--- src/hw/sacu_pkg.sv ---
// Constants, register map and state encoding of the secure access channel unit
package sacu_pkg;
  // Bus geometry
  localparam int          ADDR_W          = 9;
  localparam int          DATA_W          = 32;
  localparam int          CHAN_N          = 8;
  localparam int          CHAN_W          = 3;
  localparam int          WIN_W           = 16;
  // Register byte offsets
  localparam logic [8:0]  OFS_CONTROL     = 9'h000;
  localparam logic [8:0]  OFS_UNLOCK      = 9'h004;
  localparam logic [8:0]  OFS_STATUS      = 9'h008;
  localparam logic [8:0]  OFS_MASK        = 9'h00C;
  localparam logic [8:0]  OFS_CONFIG      = 9'h010;
  localparam logic [8:0]  OFS_STATE       = 9'h014;
  localparam logic [8:0]  OFS_VERSION     = 9'h028;
  localparam logic [8:0]  OFS_CHAN_TARGET = 9'h040;
  localparam logic [8:0]  OFS_CHAN_WINDOW = 9'h100;
  // Page of eight words picked out by address bits 8:5
  localparam int          PAGE_LSB        = 5;
  localparam int          IDX_LSB         = 2;
  // Control bits, write one to act
  localparam int          unit_on_bit        = 0;
  localparam int          unit_off_bit       = 1;
  localparam int          setup_enter_bit    = 2;
  localparam int          setup_exit_bit     = 3;
  localparam int          bus_fault_resp_on  = 4;
  localparam int          bus_fault_resp_off = 5;
  // Config fields
  localparam int          CFG_OPEN_BIT    = 0;
  localparam int          CFG_WIN_LSB     = 16;
  localparam logic [15:0] WIN_RESET       = 16'h0100;
  // Status and mask layout
  localparam int          EVT_W           = 2;
  localparam int          EVT_REFUSED     = 0;
  localparam int          EVT_TIMEOUT     = 1;
  // State register layout
  localparam int          STA_ENABLED     = 0;
  localparam int          STA_SETUP       = 1;
  localparam int          STA_BERR        = 2;
  localparam int          STA_OPEN_VALID  = 3;
  localparam int          STA_OPEN_LSB    = 4;
  // Version register layout; values arbitrary
  localparam int          VARIANT_LSB     = 16;
  localparam logic [11:0] MODULE_VERSION  = 12'h101;
  localparam logic [3:0]  MODULE_VARIANT  = 4'h0;
  // Avalon response codes
  localparam logic [1:0]  RESP_OKAY       = 2'h0;
  localparam logic [1:0]  RESP_SLVERR     = 2'h2;
  // Bus handler states
  typedef enum logic [2:0] {
    ST_IDLE = 3'b001,
    ST_FWD  = 3'b010,
    ST_DONE = 3'b100
  } bus_state_t;
endpackage : sacu_pkg

--- src/hw/secure_access_channel_unit.sv ---
// Secure access channel unit: Avalon slave with remapped, lockable channels
//
// The Avalon-MM slave port is this design's own decision.
`timescale 1ns/1ns
module secure_access_channel_unit
  import sacu_pkg::*;
(
  // Clock and reset
  input  wire logic              i_clk,
  input  wire logic              i_rst,
  // Avalon-MM slave
  input  wire logic [ADDR_W-1:0] i_avs_address,
  input  wire logic              i_avs_read,
  input  wire logic              i_avs_write,
  input  wire logic [DATA_W-1:0] i_avs_writedata,
  input  wire logic [3:0]        i_avs_byteenable,
  output logic      [DATA_W-1:0] o_avs_readdata,
  output logic                   o_avs_waitrequest,
  output logic      [1:0]        o_avs_response,
  // Forwarding master towards protected registers
  output logic      [DATA_W-1:0] o_tgt_address,
  output logic                   o_tgt_read,
  output logic                   o_tgt_write,
  output logic      [DATA_W-1:0] o_tgt_writedata,
  output logic      [3:0]        o_tgt_byteenable,
  input  wire logic [DATA_W-1:0] i_tgt_readdata,
  input  wire logic              i_tgt_waitrequest,
  // Interrupt
  output logic                   o_irq
);

  //////////////////////////////////////////////////////////////////////////////
  // State
  bus_state_t              state;
  logic                    enabled;
  logic                    setup;
  logic                    berr_on;
  logic                    open_mode;
  logic [WIN_W-1:0]        win_len;
  logic                    open_valid;
  logic [CHAN_W-1:0]       open_idx;
  logic [WIN_W-1:0]        timer;
  logic [EVT_W-1:0]        status;
  logic [EVT_W-1:0]        mask;
  logic [DATA_W-1:0]       chan_target [CHAN_N];

  //////////////////////////////////////////////////////////////////////////////
  // Decode
  logic                    req;
  logic                    wr_done;
  logic                    rd_done;
  logic                    hit_chan_reg;
  logic                    hit_chan_win;
  logic [CHAN_W-1:0]       ch;
  logic                    allowed;
  logic                    start_fwd;
  logic                    refuse;
  logic                    unlock_wr;
  logic [DATA_W-1:0]       be_mask;
  logic [DATA_W-1:0]       reg_rdata;
  logic                    reg_known;
  logic [EVT_W-1:0]        next_status;

  assign req          = (i_avs_read || i_avs_write) && state == ST_IDLE;
  // Writes and read side effects land on the edge where waitrequest is low
  assign wr_done      = state == ST_DONE && i_avs_write;
  assign rd_done      = state == ST_DONE && i_avs_read;
  assign hit_chan_reg = i_avs_address[ADDR_W-1:PAGE_LSB] == OFS_CHAN_TARGET[ADDR_W-1:PAGE_LSB];
  assign hit_chan_win = i_avs_address[ADDR_W-1:PAGE_LSB] == OFS_CHAN_WINDOW[ADDR_W-1:PAGE_LSB];
  assign ch           = i_avs_address[IDX_LSB+CHAN_W-1:IDX_LSB];
  assign allowed      = enabled && (open_mode || (open_valid && open_idx == ch));
  assign start_fwd    = req && hit_chan_win && allowed;
  assign refuse       = req && hit_chan_win && !allowed;
  assign unlock_wr    = wr_done && i_avs_address == OFS_UNLOCK && enabled && !open_mode;

  always_comb begin
    for (int b = 0; b < 4; b++) begin
      be_mask[8*b +: 8] = {8{i_avs_byteenable[b]}};
    end
  end

  always_comb begin
    reg_known = 1'b1;
    reg_rdata = '0;
    if (hit_chan_reg) begin
      reg_rdata = chan_target[ch];
    end else begin
      case (i_avs_address)
        OFS_CONTROL, OFS_UNLOCK: reg_rdata = '0;
        OFS_STATUS:  reg_rdata[EVT_W-1:0] = status;
        OFS_MASK:    reg_rdata[EVT_W-1:0] = mask;
        OFS_CONFIG: begin
          reg_rdata[CFG_OPEN_BIT]              = open_mode;
          reg_rdata[CFG_WIN_LSB +: WIN_W]      = win_len;
        end
        OFS_STATE: begin
          reg_rdata[STA_ENABLED]               = enabled;
          reg_rdata[STA_SETUP]                 = setup;
          reg_rdata[STA_BERR]                  = berr_on;
          reg_rdata[STA_OPEN_VALID]            = open_valid;
          reg_rdata[STA_OPEN_LSB +: CHAN_W]    = open_idx;
        end
        OFS_VERSION: begin
          reg_rdata[$bits(MODULE_VERSION)-1:0]            = MODULE_VERSION;
          reg_rdata[VARIANT_LSB +: $bits(MODULE_VARIANT)] = MODULE_VARIANT;
        end
        default: reg_known = 1'b0;
      endcase
    end
  end

  //////////////////////////////////////////////////////////////////////////////
  // Bus handler
  always_ff @(posedge i_clk or posedge i_rst) begin
    if (i_rst) begin
      state             <= ST_IDLE;
      o_avs_waitrequest <= 1'b1;
      o_avs_readdata    <= '0;
      o_avs_response    <= RESP_OKAY;
      o_tgt_address     <= '0;
      o_tgt_read        <= 1'b0;
      o_tgt_write       <= 1'b0;
      o_tgt_writedata   <= '0;
      o_tgt_byteenable  <= '0;
    end else begin
      case (state)
        ST_IDLE: begin
          if (start_fwd) begin
            o_tgt_address    <= chan_target[ch];
            o_tgt_read       <= i_avs_read;
            o_tgt_write      <= i_avs_write;
            o_tgt_writedata  <= i_avs_writedata;
            o_tgt_byteenable <= i_avs_byteenable;
            state            <= ST_FWD;
          end else if (refuse) begin
            // Refused accesses reach nothing; error reply only when berr_on is set
            o_avs_readdata    <= '0;
            o_avs_response    <= berr_on ? RESP_SLVERR : RESP_OKAY;
            o_avs_waitrequest <= 1'b0;
            state             <= ST_DONE;
          end else if (req) begin
            o_avs_readdata    <= reg_rdata;
            o_avs_response    <= reg_known ? RESP_OKAY : RESP_SLVERR;
            o_avs_waitrequest <= 1'b0;
            state             <= ST_DONE;
          end
        end
        ST_FWD: begin
          if (!i_tgt_waitrequest) begin
            o_tgt_read        <= 1'b0;
            o_tgt_write       <= 1'b0;
            o_avs_readdata    <= i_tgt_readdata;
            o_avs_response    <= RESP_OKAY;
            o_avs_waitrequest <= 1'b0;
            state             <= ST_DONE;
          end
        end
        ST_DONE: begin
          o_avs_waitrequest <= 1'b1;
          o_avs_response    <= RESP_OKAY;
          state             <= ST_IDLE;
        end
        default: begin
          o_avs_waitrequest <= 1'b1;
          o_tgt_read        <= 1'b0;
          o_tgt_write       <= 1'b0;
          state             <= ST_IDLE;
        end
      endcase
    end
  end

  //////////////////////////////////////////////////////////////////////////////
  // Control register actions; off beats on, exit beats enter
  always_ff @(posedge i_clk or posedge i_rst) begin
    if (i_rst) begin
      enabled <= 1'b0;
      setup   <= 1'b0;
      berr_on <= 1'b0;
    end else if (wr_done && i_avs_address == OFS_CONTROL && i_avs_byteenable[0]) begin
      if (i_avs_writedata[unit_off_bit]) begin
        enabled <= 1'b0;
      end else if (i_avs_writedata[unit_on_bit]) begin
        enabled <= 1'b1;
      end
      if (i_avs_writedata[setup_exit_bit]) begin
        setup <= 1'b0;
      end else if (i_avs_writedata[setup_enter_bit]) begin
        setup <= 1'b1;
      end
      if (i_avs_writedata[bus_fault_resp_off]) begin
        berr_on <= 1'b0;
      end else if (i_avs_writedata[bus_fault_resp_on]) begin
        berr_on <= 1'b1;
      end
    end
  end

  // Config and mask
  always_ff @(posedge i_clk or posedge i_rst) begin
    if (i_rst) begin
      open_mode <= 1'b0;
      win_len   <= WIN_RESET;
      mask      <= '0;
    end else if (wr_done) begin
      if (i_avs_address == OFS_CONFIG) begin
        if (i_avs_byteenable[0]) begin
          open_mode <= i_avs_writedata[CFG_OPEN_BIT];
        end
        win_len <= (win_len & ~be_mask[CFG_WIN_LSB +: WIN_W])
                 | (i_avs_writedata[CFG_WIN_LSB +: WIN_W] & be_mask[CFG_WIN_LSB +: WIN_W]);
      end
      if (i_avs_address == OFS_MASK && i_avs_byteenable[0]) begin
        mask <= i_avs_writedata[EVT_W-1:0];
      end
    end
  end

  // Target address per channel, guarded by setup mode
  for (genvar g = 0; g < CHAN_N; g++) begin : g_chan
    always_ff @(posedge i_clk or posedge i_rst) begin
      if (i_rst) begin
        chan_target[g] <= '0;
      end else if (wr_done && setup && hit_chan_reg && ch == CHAN_W'(g)) begin
        chan_target[g] <= (chan_target[g] & ~be_mask) | (i_avs_writedata & be_mask);
      end
    end
  end

  //////////////////////////////////////////////////////////////////////////////
  // Unlock window; an unlock grants one access only
  logic timeout;

  assign timeout = open_valid && !unlock_wr && !start_fwd && enabled && !open_mode
                   && timer <= WIN_W'(1);

  always_ff @(posedge i_clk or posedge i_rst) begin
    if (i_rst) begin
      open_valid <= 1'b0;
      open_idx   <= '0;
      timer      <= '0;
    end else if (unlock_wr) begin
      open_valid <= 1'b1;
      open_idx   <= i_avs_writedata[CHAN_W-1:0];
      timer      <= win_len;
    end else if (!enabled || open_mode || start_fwd || timeout) begin
      open_valid <= 1'b0;
      timer      <= '0;
    end else if (open_valid) begin
      timer      <= timer - WIN_W'(1);
    end
  end

  //////////////////////////////////////////////////////////////////////////////
  // Sticky events, cleared by reading; a new event wins over the clear
  always_comb begin
    next_status = status;
    if (rd_done && i_avs_address == OFS_STATUS) begin
      next_status = '0;
    end
    next_status[EVT_REFUSED] = next_status[EVT_REFUSED] | refuse;
    next_status[EVT_TIMEOUT] = next_status[EVT_TIMEOUT] | timeout;
  end

  always_ff @(posedge i_clk or posedge i_rst) begin
    if (i_rst) begin
      status <= '0;
      o_irq  <= 1'b0;
    end else begin
      status <= next_status;
      o_irq  <= |(next_status & mask);
    end
  end
endmodule : secure_access_channel_unit

--- config.mk ---
export PLATFORM = sky130hd
export DESIGN_NAME = secure_access_channel_unit
export DESIGN_NICKNAME = d
export VERILOG_FILES = /design/src/hw/sacu_pkg.sv /design/src/hw/secure_access_channel_unit.sv
export SDC_FILE = /design/constraint.sdc
export NUM_CORES = 1
export LEC_CHECK = 0
export ABC_AREA = 0
export ABC_CLOCK_PERIOD_IN_PS = 16000
export BUFFER_PORTS_ARGS = -buffer_cell sky130_fd_sc_hd__buf_4
export CAP_MARGIN = 20
export CORE_MARGIN = 2
export CORE_UTILIZATION = 59
export CTS_CLUSTER_DIAMETER = 120
export CTS_CLUSTER_SIZE = 24
export DETAILED_ROUTE_END_ITERATION = 10
export PLACE_DENSITY = 0.8
export SYNTH_ARGS = -nofsm -noshare
export SYNTH_HDL_FRONTEND = slang
export SYNTH_SLANG_ARGS = --single-unit
--- constraint.sdc ---
create_clock -name i_clk -period 16 [get_ports i_clk]
set_input_delay 3.2 -clock i_clk [delete_from_list [all_inputs] [get_ports i_clk]]
set_output_delay 3.2 -clock i_clk [all_outputs]
set_load 0.02 [all_outputs]
# After elaboration in Yosys (flattened, before gate mapping)
# Index checks and enable logic that the tools add are counted.
# W data, S select, Z words.
[op_classes]
addsub = 1
order_cmp = 2
n_eq_ne = 24
mux = 50
bitwise_logic = 27
n_reduce_logical = 63
[ops]
columns = ["cell", "count"]
rows = [
  ["$and A32 B32 Y32", 9],
  ["$or A32 B32 Y32", 8],
  ["$mux W32", 7],
  ["$bmux W32 S3", 1],
  ["$pmux W32 S2", 1],
  ["$mux W16", 3],
  ["$and A16 B16 Y16", 2],
  ["$not A32 Y32", 1],
  ["$logic_and A1 B1 Y1", 30],
  ["$eq A9 B4 Y1 const B", 2],
  ["$eq A9 B5 Y1 const B", 2],
  ["$le A16 B1 Y1 const B", 1],
  ["$mux W1", 16],
  ["$mux W2", 8],
  ["$not A16 Y16", 1],
  ["$or A16 B16 Y16", 1],
  ["$sub A16 B1 Y16 const B", 1],
  ["$eq A3 B3 Y1 const B", 5],
  ["$reduce_and A2 Y1", 7],
  ["$mux W12", 1],
  ["$mux W3", 4],
  ["$reduce_bool A2 Y1", 5],
  ["$eq A3 B2 Y1 const B", 3],
  ["$eq A9 B3 Y1 const B", 1],
  ["other kinds (29)", 47],
]
[totals]
register_bits = 409
wordCells = 195

# Depth between registers and ports, before layout
# Gate-level depths: netlist (run 1).
[logic_depth]
word_depth = 14
ltp_mapped = 9
mapped_depth_nobuf = 7

# Least setup slack after synthesis (run 1)
# Ideal clock, no wire load.
[synth_timing]
kind = "input to register"
from = "input i_avs_address[2]"
to = "register o_avs_readdata[2]"
arrival_ps = 4723
required_ps = 15874
path_slack_ps = 11151
cell_stages = 8
path_buffers = 3
cell_sequence = "buf_2 buf_2 nor2_1 buf_4 a22oi_1 nand3_1 a21oi_1 a311o_1"
[synth_between]
elab_chain_len = 9
word_cells_on_any_way = 21
[synth_rtl]
columns = ["item", "line_no", "source"]
rows = [
  ["start: declaration", "secure_access_channel_unit.sv:12", "input wire logic [ADDR_W-1:0] i_avs_address,"],
  ["$not A3 Y4 (implied by the code) or $eq A3 B3 Y1 (tied branches)", "secure_access_channel_unit.sv:86, secure_access_channel_unit.sv:71", ""],
  ["$bmux W32 S3 or $logic_and A1 B1 Y1 (tied branches)", "secure_access_channel_unit.sv:86, secure_access_channel_unit.sv:71", ""],
  ["$mux W32 (implied by the code) or $logic_or A1 B1 Y1 (tied branches)", "secure_access_channel_unit.sv:86, secure_access_channel_unit.sv:71", ""],
  ["$mux W32 (implied by the code) or $logic_and A1 B1 Y1 (tied branches)", "secure_access_channel_unit.sv:86, secure_access_channel_unit.sv:71", ""],
  ["$mux W32 or $logic_not A1 Y1 (tied branches)", "secure_access_channel_unit.sv:85, secure_access_channel_unit.sv:73", ""],
  ["$mux W32 or $logic_and A1 B1 Y1 (tied branches)", "secure_access_channel_unit.sv:141, secure_access_channel_unit.sv:73", ""],
  ["$mux W32", "secure_access_channel_unit.sv:135", "end else if (refuse) begin"],
  ["$mux W32", "secure_access_channel_unit.sv:128", "if (start_fwd) begin"],
  ["$pmux W32 S2", "secure_access_channel_unit.sv:126", "case (state)"],
  ["end signal: assignment", "secure_access_channel_unit.sv:142", "o_avs_readdata <= reg_rdata;"],
  ["end signal: assignment", "secure_access_channel_unit.sv:152", "o_avs_readdata <= i_tgt_readdata;"],
  ["end: declaration", "secure_access_channel_unit.sv:17", "output logic [DATA_W-1:0] o_avs_readdata,"],
]
# Parallel ways exist; a longest one is shown, timed or not. The select of a mux whose other input is x is not followed.
# A chain may end at the register's enable or synchronous reset.

# Final worst setup path (run 1)
[layout_timing]
from = "input i_avs_address[3]"
to = "register o_avs_response[1]"
[layout_between]
elab_chain_len = 9
word_cells_on_any_way = 25
[layout_rtl]
columns = ["item", "line_no", "source"]
rows = [
  ["$eq A9 B3 Y1, or another cell as far along", "secure_access_channel_unit.sv:88", "case (i_avs_address)"],
  ["$reduce_or A7 Y1 (no source line) or $logic_and A1 B1 Y1 (tied branches)", "--", ""],
  ["$mux W1 or $logic_or A1 B1 Y1 (tied branches)", "secure_access_channel_unit.sv:88, secure_access_channel_unit.sv:71", ""],
  ["$mux W1 or $logic_and A1 B1 Y1 (tied branches)", "secure_access_channel_unit.sv:85, secure_access_channel_unit.sv:71", ""],
  ["$mux W2 or $logic_not A1 Y1 (tied branches)", "secure_access_channel_unit.sv:143, secure_access_channel_unit.sv:73", ""],
  ["$mux W2 or $logic_and A1 B1 Y1 (tied branches)", "secure_access_channel_unit.sv:141, secure_access_channel_unit.sv:73", ""],
  ["$mux W2", "secure_access_channel_unit.sv:135", ""],
  ["$mux W2", "secure_access_channel_unit.sv:128", ""],
  ["$pmux W2 S3", "secure_access_channel_unit.sv:126", ""],
  ["end signal: assignment", "secure_access_channel_unit.sv:138", "o_avs_response <= berr_on ? RESP_SLVERR : RESP_OKAY;"],
  ["end signal: assignment", "secure_access_channel_unit.sv:143", "o_avs_response <= reg_known ? RESP_OKAY : RESP_SLVERR;"],
  ["end: declaration", "secure_access_channel_unit.sv:19", "output logic [1:0] o_avs_response,"],
]
# Parallel ways exist; a longest one is shown, timed or not. The select of a mux whose other input is x is not followed.

==> results.md, run 1 <==
Status:
- The flow ran to the end, and the final reports show no timing, DRC or antenna violations.

Global route:
- Entering global routing, the biggest net connects 89 pins.
- Across every metal layer, demand over resource in global routing totals 0.282.
- The sum of overflow across all layers after global routing is 0.
- The number of global-route vias before repair is 13.3k.
- The first global-routing pass estimated 74.1 mm of wire.
- The initial antenna violation count was 1.

Floorplanning:
- The core region is 31600 µm².
- The die covers 33400 µm².
- The die is 183 µm wide.
- The initial cell density of the core is 0.598.
- The count of pins on the block boundary is 188.
- In this run the core area contains 65 standard-cell rows.
- The chip height is 183 µm.

Finish:
- For this run, the post-layout net count is 1768.
- The growth of design area from synthesis to finish is 11.8%.
- The fraction of final layout cells with drive strength greater than 1 is 0.323.
- The repair_antennas step left the layout with diodes totalling 0.

STA:
- At the pin with the least slew margin, the transition time is 1.10 ns.
- Clock skew on the completed layout was measured at 0.0119 ns.
- On the final layout, the worst hold slack is 0.485 ns.
- The final critical-path required period is 5.95 ns.
- The number of hold-slack violations in the final timing report is 0.
- The setup TNS is 0 ns.
- The maximum clock rate is 0.168 GHz.
- Setup violations remaining at the end of the flow were counted as 0.
- The period utilization is 0.372.
- The final worst setup slack is 10.05 ns.
- Setup repair after global routing left no endpoint under its margin.
- In this run the tightest slew margin relative to its limit is 0.262.
- The final max-slew violation count is 0.

Clock tree:
- The number of gates given a new drive strength after cts is 0.
- CTS placed an instance of sky130_fd_sc_hd__clkbuf_16 at the clock tree root.
- The clock transition time at the flip-flop clock pins of the worst setup and hold paths is 0.09 ns.
- The clock latency on the worst-skew pair is 0.55 ns.
- The count of clock tree sinks is 408.
- Clock tree synthesis inserted a total of 20 buffers.
- The level count of the clock H-tree is 1.
- The quantity of hold-fixing buffers added after cts is 0.
- Buffers added to address setup during post-CTS repair amount to 0.
- The clock tree from TritonCTS is done.
- No sink is reached through more buffers than the 3 on the longest clock path.

Synth:
- Averaged over all synthesized cells, the footprint is 12.2 µm².
- The summed instance area of the synthesized netlist is 18900 µm².
- The most used flip-flop cell after synthesis is sky130_fd_sc_hd__dfrtp_1.
- After synthesis the netlist holds a flip-flop and latch count of 408.
- The share of flip-flops with an asynchronous set or reset is 1.00.
- The synthesized netlist contains 67 unique library cells.
- The instance count of the mapped netlist is 1553.
- The number of nets handed over by synthesis was 1637.
- The sequential element share of the synthesized area is 0.541.
- The number of synthesis warnings is 0.
- In this run, synthesis inferred 0 flip-flops with an integrated enable.

Setup path:
- The endpoint of the worst register-to-register path is o_avs_response[1]$_DFFE_PP0P_.
- The endpoint arrival time on the critical path is 6.38 ns.
- The peak fanout along the critical path is 86.
- The beginning of the worst register-to-register path is open_valid$_DFFE_PP0P_.
- STA classifies the critical path endpoint as a register.
- The worst path required time is 16.44 ns.
- Walking the worst path, the cells encountered are buf_6 > xor2_1 > o41ai_2 > nand2_2 > buf_4 > o21ai_0 > mux2_2.
- In this run the register-to-register setup slack is 12.59 ns.
- The cell with the largest stage delay on the worst path is sky130_fd_sc_hd__buf_6.
- The depth of the most critical reg-to-reg path is 6.
- On the worst path, the slowest cell contributes a delay of 0.69 ns.
- The kind of start point of the critical path is an input pin.
- The critical path class is in -> reg.

Routing:
- The first routing iteration left 1122 violations.
- The count of vias placed by the detailed router is 13.1k.
- After detailed routing, the number of remaining DRC violations is 0.
- The post-detailed-routing wire length is 47.0 mm.
- The number of detailed-route iterations in the first pass is 5.
- The post-route antenna net violation count is 0.
- Dividing the detail-routed wire length by the instance count gives 22.4 µm.
- Dividing the detail-routed via count by the number of cells gives 6.24.

Hold path:
- In this run the most critical hold path is launched from o_tgt_writedata[8]$_DFFE_PP0P_.
- The worst hold path was traced through 2 stages.
- The endpoint with the worst hold slack is o_tgt_writedata[8]$_DFFE_PP0P_.
- The class of the tightest hold or removal check is reg -> reg.

Placement:
- At the end of routability-driven placement, the weighted congestion stood at 0.908.
- The half-perimeter wire length after detailed placement is 31.1 mm.
- Before CTS, the worst setup slack after placement is 9.48 ns.
- During placement, the flow inserted port buffers numbering 186.

Power and ir drop:
- The power density relative to cell area is 90.4 nW/µm².
- The largest vdd supply drop is 0.0000991 V.
- The total power is 1910 µW.
- The analysis attributes to cell leakage a power of 0.0107 µW.

Job:
- The number of violations of the max-capacitance limit is 0.
[report_power, final]
group / internal, µW / total (µW) / switching, µW
Sequential: 1060 / 1070 / 17.6
Clock: 241 / 569 / 328
Combinational: 91.0 / 266 / 175
[area by class of cell]
class	count	area, µm²
flip-flops and latches	408	10200
repair buffers	206	1630
fillers	2333	10500
clock inverters	1	16.3
multi-input cells	1038	8140
inverters	10	45.0
clock buffers	35	557
well taps	402	503
[per-stage QoR]
stage	cell area, µm²	utilization	instances
after detailed placement	20400	0.647	2059
after floorplan	18900	-	1553
after global routing	21100	0.669	2100
final	21100	0.669	2100
after CTS	21000	0.666	2095
after global placement	20400	0.647	2058
[routing by layer]
layer	part of all wire	track usage
met1	0.45	0.418
met2	0.47	0.443
met3	0.071	0.0524
met4	0.015	0.0547
met5	0.00030	0
[worst max-delay path, delay by kind of cell]
family	cells	cell delay [ns]
AO/OA/AOI/OAI	2	0.74
multiplexers	1	0.35
XOR/XNOR	1	0.21
AND/OR/NAND/NOR	1	0.62
buffers and inverters	2	1.20
[logic make-up (layout without fill, tap and decap cells)]
logic type	count (synthesis)	after routing	synth area share
other	1	1	0.000199
muxes	414	414	0.247
and+or+nand+nor	421	421	0.105
buffers and inverters	107	252	0.0296
xor gates and xnor gates	3	3	0.00139
adders and majority gates	2	2	0.00133
DFF	408	408	0.541
AOI/OAI and AO/OA	197	197	0.0749
[worst max-delay path by stage]
stage / start / depth (start not counted) / to
floorplan: i_rst / 1 / asynchronous set/reset pin
global placement: i_avs_address[3] / 7 / o_avs_response[1]$_DFFE_PP0P_
detailed placement: i_avs_address[3] / 7 / o_avs_response[1]$_DFFE_PP0P_
CTS: i_avs_address[3] / 7 / o_avs_response[1]$_DFFE_PP0P_
global route: i_avs_address[3] / 7 / o_avs_response[1]$_DFFE_PP0P_
finish: i_avs_address[3] / 7 / o_avs_response[1]$_DFFE_PP0P_
[Yosys cell counts, types with 7 or more instances]
library cell	n	share of area
sky130_fd_sc_hd__a211oi_1	8	0.0032
sky130_fd_sc_hd__a21oi_1	44	0.012
sky130_fd_sc_hd__a221oi_1	12	0.0056
sky130_fd_sc_hd__a22oi_1	49	0.019
sky130_fd_sc_hd__a311o_1	20	0.011
sky130_fd_sc_hd__buf_2	31	0.0082
sky130_fd_sc_hd__buf_4	19	0.0076
sky130_fd_sc_hd__clkbuf_1	37	0.0074
sky130_fd_sc_hd__dfrtp_1	405	0.54
sky130_fd_sc_hd__inv_1	10	0.0020
sky130_fd_sc_hd__mux2_1	20	0.012
sky130_fd_sc_hd__mux2_2	279	0.17
sky130_fd_sc_hd__mux2i_1	104	0.055
sky130_fd_sc_hd__mux4_2	11	0.013
sky130_fd_sc_hd__nand2_1	233	0.046
sky130_fd_sc_hd__nand3_1	32	0.0085
sky130_fd_sc_hd__nand4_1	9	0.0030
sky130_fd_sc_hd__nor2_1	58	0.012
sky130_fd_sc_hd__nor2b_1	29	0.0096
sky130_fd_sc_hd__nor4_1	7	0.0023
sky130_fd_sc_hd__o21ai_0	23	0.0061
[layout by cell type (no fill, tap or decap), types with 5 or more instances in the layout]
cell / instances
sky130_fd_sc_hd__o21ai_0: 23
sky130_fd_sc_hd__dfrtp_1: 405
sky130_fd_sc_hd__mux2_1: 20
sky130_fd_sc_hd__a22oi_1: 49
sky130_fd_sc_hd__a221oi_1: 12
sky130_fd_sc_hd__nor2b_1: 28
sky130_fd_sc_hd__nand3_1: 32
sky130_fd_sc_hd__mux2i_1: 104
sky130_fd_sc_hd__nand2_1: 232
sky130_fd_sc_hd__mux2_2: 279
sky130_fd_sc_hd__nor2_1: 58
sky130_fd_sc_hd__a21oi_1: 44
sky130_fd_sc_hd__clkbuf_16: 20
sky130_fd_sc_hd__nand4_1: 9
sky130_fd_sc_hd__clkbuf_1: 15
sky130_fd_sc_hd__and4_1: 5
sky130_fd_sc_hd__buf_4: 199
sky130_fd_sc_hd__nor4_1: 7
sky130_fd_sc_hd__inv_1: 9
sky130_fd_sc_hd__a311o_1: 20
sky130_fd_sc_hd__a211oi_1: 7
sky130_fd_sc_hd__a21boi_0: 5
sky130_fd_sc_hd__mux4_2: 11
sky130_fd_sc_hd__nor2_2: 6
sky130_fd_sc_hd__a32oi_1: 5
No activity file was read; power rests on OpenSTA's default activity.
==> run 2, diff against run 1 <==
--- a/config.mk
+++ b/config.mk
@@ -5,8 +5,8 @@
 export SDC_FILE = /design/constraint.sdc
 export NUM_CORES = 1
 export LEC_CHECK = 0
-export ABC_AREA = 0
-export ABC_CLOCK_PERIOD_IN_PS = 16000
+export ABC_AREA = 1
+export ABC_CLOCK_PERIOD_IN_PS = 5600
 export BUFFER_PORTS_ARGS = -buffer_cell sky130_fd_sc_hd__buf_4
 export CAP_MARGIN = 20
 export CORE_MARGIN = 2
==> constraint.sdc (replaced) <==
create_clock -name i_clk -period 5.6 [get_ports i_clk]
set_input_delay 1.12 -clock i_clk [delete_from_list [all_inputs] [get_ports i_clk]]
set_output_delay 1.12 -clock i_clk [all_outputs]
set_load 0.02 [all_outputs]
==> results.md, run 2 <==
Routing:
- In the routed design, unresolved DRC markers number 0.
- The DRC marker count from the first detailed-route iteration is 1821.
- In the final routed layout, each cell accounts on average for 18.9 µm.
- The routed via count divided by cell count is 5.87.
- The count of vias placed by the detailed router is 15.7k.
- The routed design has 50.6 mm of wire.
- The number of detailed-route iterations in the first pass is 5.
- The post-route antenna net violation count is 0.

Synth:
- The summed instance area of the synthesized netlist is 18300 µm².
- In the post-synthesis netlist, the biggest area contributors are sky130_fd_sc_hd__dfrtp_1 (55%), sky130_fd_sc_hd__nand2_1 (15%), sky130_fd_sc_hd__o21ai_1 (6.8%).
- The proportion of netlist area held by the largest area contributor is 0.555.
- The most common cell in the synthesized netlist is sky130_fd_sc_hd__nand2_1.
- The cell type with the largest total area after synthesis is sky130_fd_sc_hd__dfrtp_1.
- The leading register cell type out of synthesis is sky130_fd_sc_hd__dfrtp_1.
- The commonest cells after synthesis are sky130_fd_sc_hd__nand2_1 (710), sky130_fd_sc_hd__dfrtp_1 (405), sky130_fd_sc_hd__o21ai_1 (248).
- The share of flip-flops with an asynchronous set or reset is 1.00.
- The post-synthesis register bit count is 408.
- The number of nets in the synthesized netlist is 2244.
- The cell count after synthesis came out at 2160.
- The Yosys step of the flow raised 0 warnings.
- The number of enable-type register cells in the synthesized netlist is 0.
- The mean instance size in the synthesized netlist is 8.45 µm².
- The sequential element share of the synthesized area is 0.559.
- The count of unique library cells instantiated by Yosys is 42.

Status:
- The run finished with clean final reports.

Floorplanning:
- The overall die width is 180 µm.
- The count of pins on the block boundary is 188.
- The cell row count is 64.
- The initial cell density of the core is 0.599.
- The area of the die is 32400 µm².
- The placeable core region is 30500 µm².
- The die is 180 µm tall.

Global route:
- The total overflow left after global routing is 0.
- The initial antenna violation count is 0.
- The number of global-route vias before repair is 14.7k.
- Entering global routing, the biggest net connects 129 pins.
- The global routing usage summed across all routing layers is 0.313.
- The first global-routing pass estimated 82.0 mm of wire.

Clock tree:
- The clock transition time at the flip-flop clock pins of the worst setup and hold paths is 0.10 ns.
- The number of gates resized after CTS was 0.
- The tree is rooted in a sky130_fd_sc_hd__clkbuf_16.
- The number of buffers added by the clock tree synthesis step is 20.
- The clock latency on the worst-skew pair is 0.54 ns.
- The clock net in this run drives a total of 408 sinks.
- The number of setup buffers added after CTS is 0.
- The level count of the clock H-tree is 1.
- After clock tree synthesis, the flow added hold-fix buffers numbering 0.
- The clock tree from TritonCTS is done.
- No sink is reached through more buffers than the 3 on the longest clock path.

Finish:
- The commonest non-fill, non-tap cell in the layout is sky130_fd_sc_hd__nand2_1.
- The number of antenna diodes is 0.
- Counting the fill cells in the layout gives 2532.
- The net count of the finished layout is 2362.
- The fraction of final layout cells with drive strength greater than 1 is 0.128.
- In the layout the commonest cells are sky130_fd_sc_hd__nand2_1 (710), sky130_fd_sc_hd__dfrtp_1 (405), sky130_fd_sc_hd__o21ai_1 (248).
- Compared with the post-synthesis result, the final layout area differs by 11.9%.
- Excluding fillers, the count of instances in the completed layout stands at 2678.

STA:
- Counting I/O delays and the setup requirement, the final critical path takes 3.52 ns.
- The worst hold slack after final layout is 0.489 ns.
- For the pin with the worst max-slew slack, the measured transition is 1.01 ns.
- Setup repair after global routing left no endpoint under its margin.
- Once routing completed, OpenROAD measured the worst setup slack at 2.08 ns.
- In the finished design, the share of the clock period the worst path needs comes to 0.628.
- Measured against its own limit, the worst slew margin works out to 0.328.
- The number of hold-slack violations in the final timing report is 0.
- The maximum clock rate is 0.284 GHz.
- The final max-slew violation count came to 0.
- The final count of negative-setup-slack endpoints is 0.
- The setup clock skew after layout is 0.0142 ns.
- For the final routed database, the setup TNS stands at 0 ns.

Power and ir drop:
- The leakage power is 0.00989 µW.
- VDD sags by at most 0.000293 V.
- The power density relative to cell area is 323 nW/µm².
- Total power for the finished layout comes to 6610 µW.

Placement:
- The congestion estimate from routability-driven global placement came to 0.947.
- Before CTS, the worst setup slack after placement is 1.58 ns.
- The half-perimeter wire length after detailed placement is 34.9 mm.
- The number of placed instances, taps included, is 2651.
- The port buffer count is 186.

Setup path:
- The critical path goes through buf_4 > inv_2 > nand2_1 > nand2_1 > nor2_1 > nand2_1 > nand2_1 > nand3_4 > buf_4 > nand3_1 > o21ai_0 > nand2_1 > nand2_1.
- The count of buffering cells on the critical path with inverters included is 3.
- Along the worst path, the maximum fanout reaches 79.
- The endpoint arrival time on the critical path is 4.00 ns.
- The cell with the largest stage delay on the worst path is sky130_fd_sc_hd__inv_2.
- The kind of end point of the critical path is a register.
- The biggest cell delay along the critical path is 0.64 ns.
- The register-to-register setup slack is 2.92 ns.
- The family with the most delay on the worst path is buffers and inverters.
- Among the stages of the critical path, the cell type that occurs most often is sky130_fd_sc_hd__nand2_1.
- The critical path in this run is classified as in -> reg.
- The worst path required time is 6.08 ns.
- The kind of start point of the critical path is an input pin.

Hold path:
- The tightest min-delay check is of the reg -> reg type.

Job:
- The number of violations of the max-capacitance limit is 0.
run 2: routing by layer:
metal | wire length (µm) | global-route usage | vias to the layer above
met5 | 0 | 0 | -
met4 | 1090 | 0.0722 | 0
met1 | 22200 | 0.471 | 7628
met3 | 4440 | 0.0585 | 83
li1 | - | - | 7317
met2 | 22900 | 0.478 | 687
run 2: report_power, final:
group          internal, µW  switching [µW]  total [µW]
Combinational           584             966        1550
Sequential             3260             192        3460
Clock                   686             915        1600
Total                  4530            2070        6610
run 2: kinds of logic (layout without fill, tap and decap cells):
group                      Yosys count  after routing  share of synthesized area
DFF                                408            408                      0.559
adders and majority gates            2              2                    0.00137
AOI/OAI and AO/OA                  509            509                      0.153
and+or+nand+nor                   1002           1002                      0.230
buffers and inverters              230            352                     0.0518
other                                1              1                   0.000205
xor gates and xnor gates             8              8                    0.00384
run 2: layout make-up:
cell class / count / area [µm²] / area share
tap: 396 / 495 / 0.0242
timing repair buffer: 203 / 1580 / 0.0774
multi-input combinational: 1522 / 7130 / 0.349
inverter: 123 / 468 / 0.0229
clock buffer: 26 / 544 / 0.0266
sequential: 408 / 10200 / 0.500
run 2: final timing paths:
kind / endpoint / startpoint / cells after the start
worst max-delay path: timer[3]$_DFFE_PP0P_ / i_avs_address[4] / 13
worst min-delay path: o_avs_readdata[1]$_DFFE_PP0P_ / o_avs_readdata[1]$_DFFE_PP0P_ / 2
worst max register to register: o_avs_readdata[7]$_DFFE_PP0P_ / state[2]$_DFFE_PP0P_ / 8
worst min register to register: o_avs_readdata[1]$_DFFE_PP0P_ / o_avs_readdata[1]$_DFFE_PP0P_ / 2
max in group asynchronous: asynchronous set/reset pin / i_rst / 4
min in group asynchronous: asynchronous set/reset pin / i_rst / 2
run 2: worst register-to-register path, stage by stage, from the launching register on:
cell and delay [ns]:
sky130_fd_sc_hd__dfrtp_1 0.45, sky130_fd_sc_hd__nor3_4 0.43, sky130_fd_sc_hd__inv_2 0.31, sky130_fd_sc_hd__nand2_1 0.21, sky130_fd_sc_hd__nand3_2 0.09, sky130_fd_sc_hd__buf_4 0.23, sky130_fd_sc_hd__inv_2 0.53, sky130_fd_sc_hd__nand3_1 0.19
sky130_fd_sc_hd__o21a_1 0.15
run 2: stage by stage:
step                cell area [µm²]  utilization
floorplan                     18300            -
global placement              19900        0.651
detailed placement            19900        0.651
CTS                           20400        0.669
global route                  20400        0.670
finish                        20400        0.670
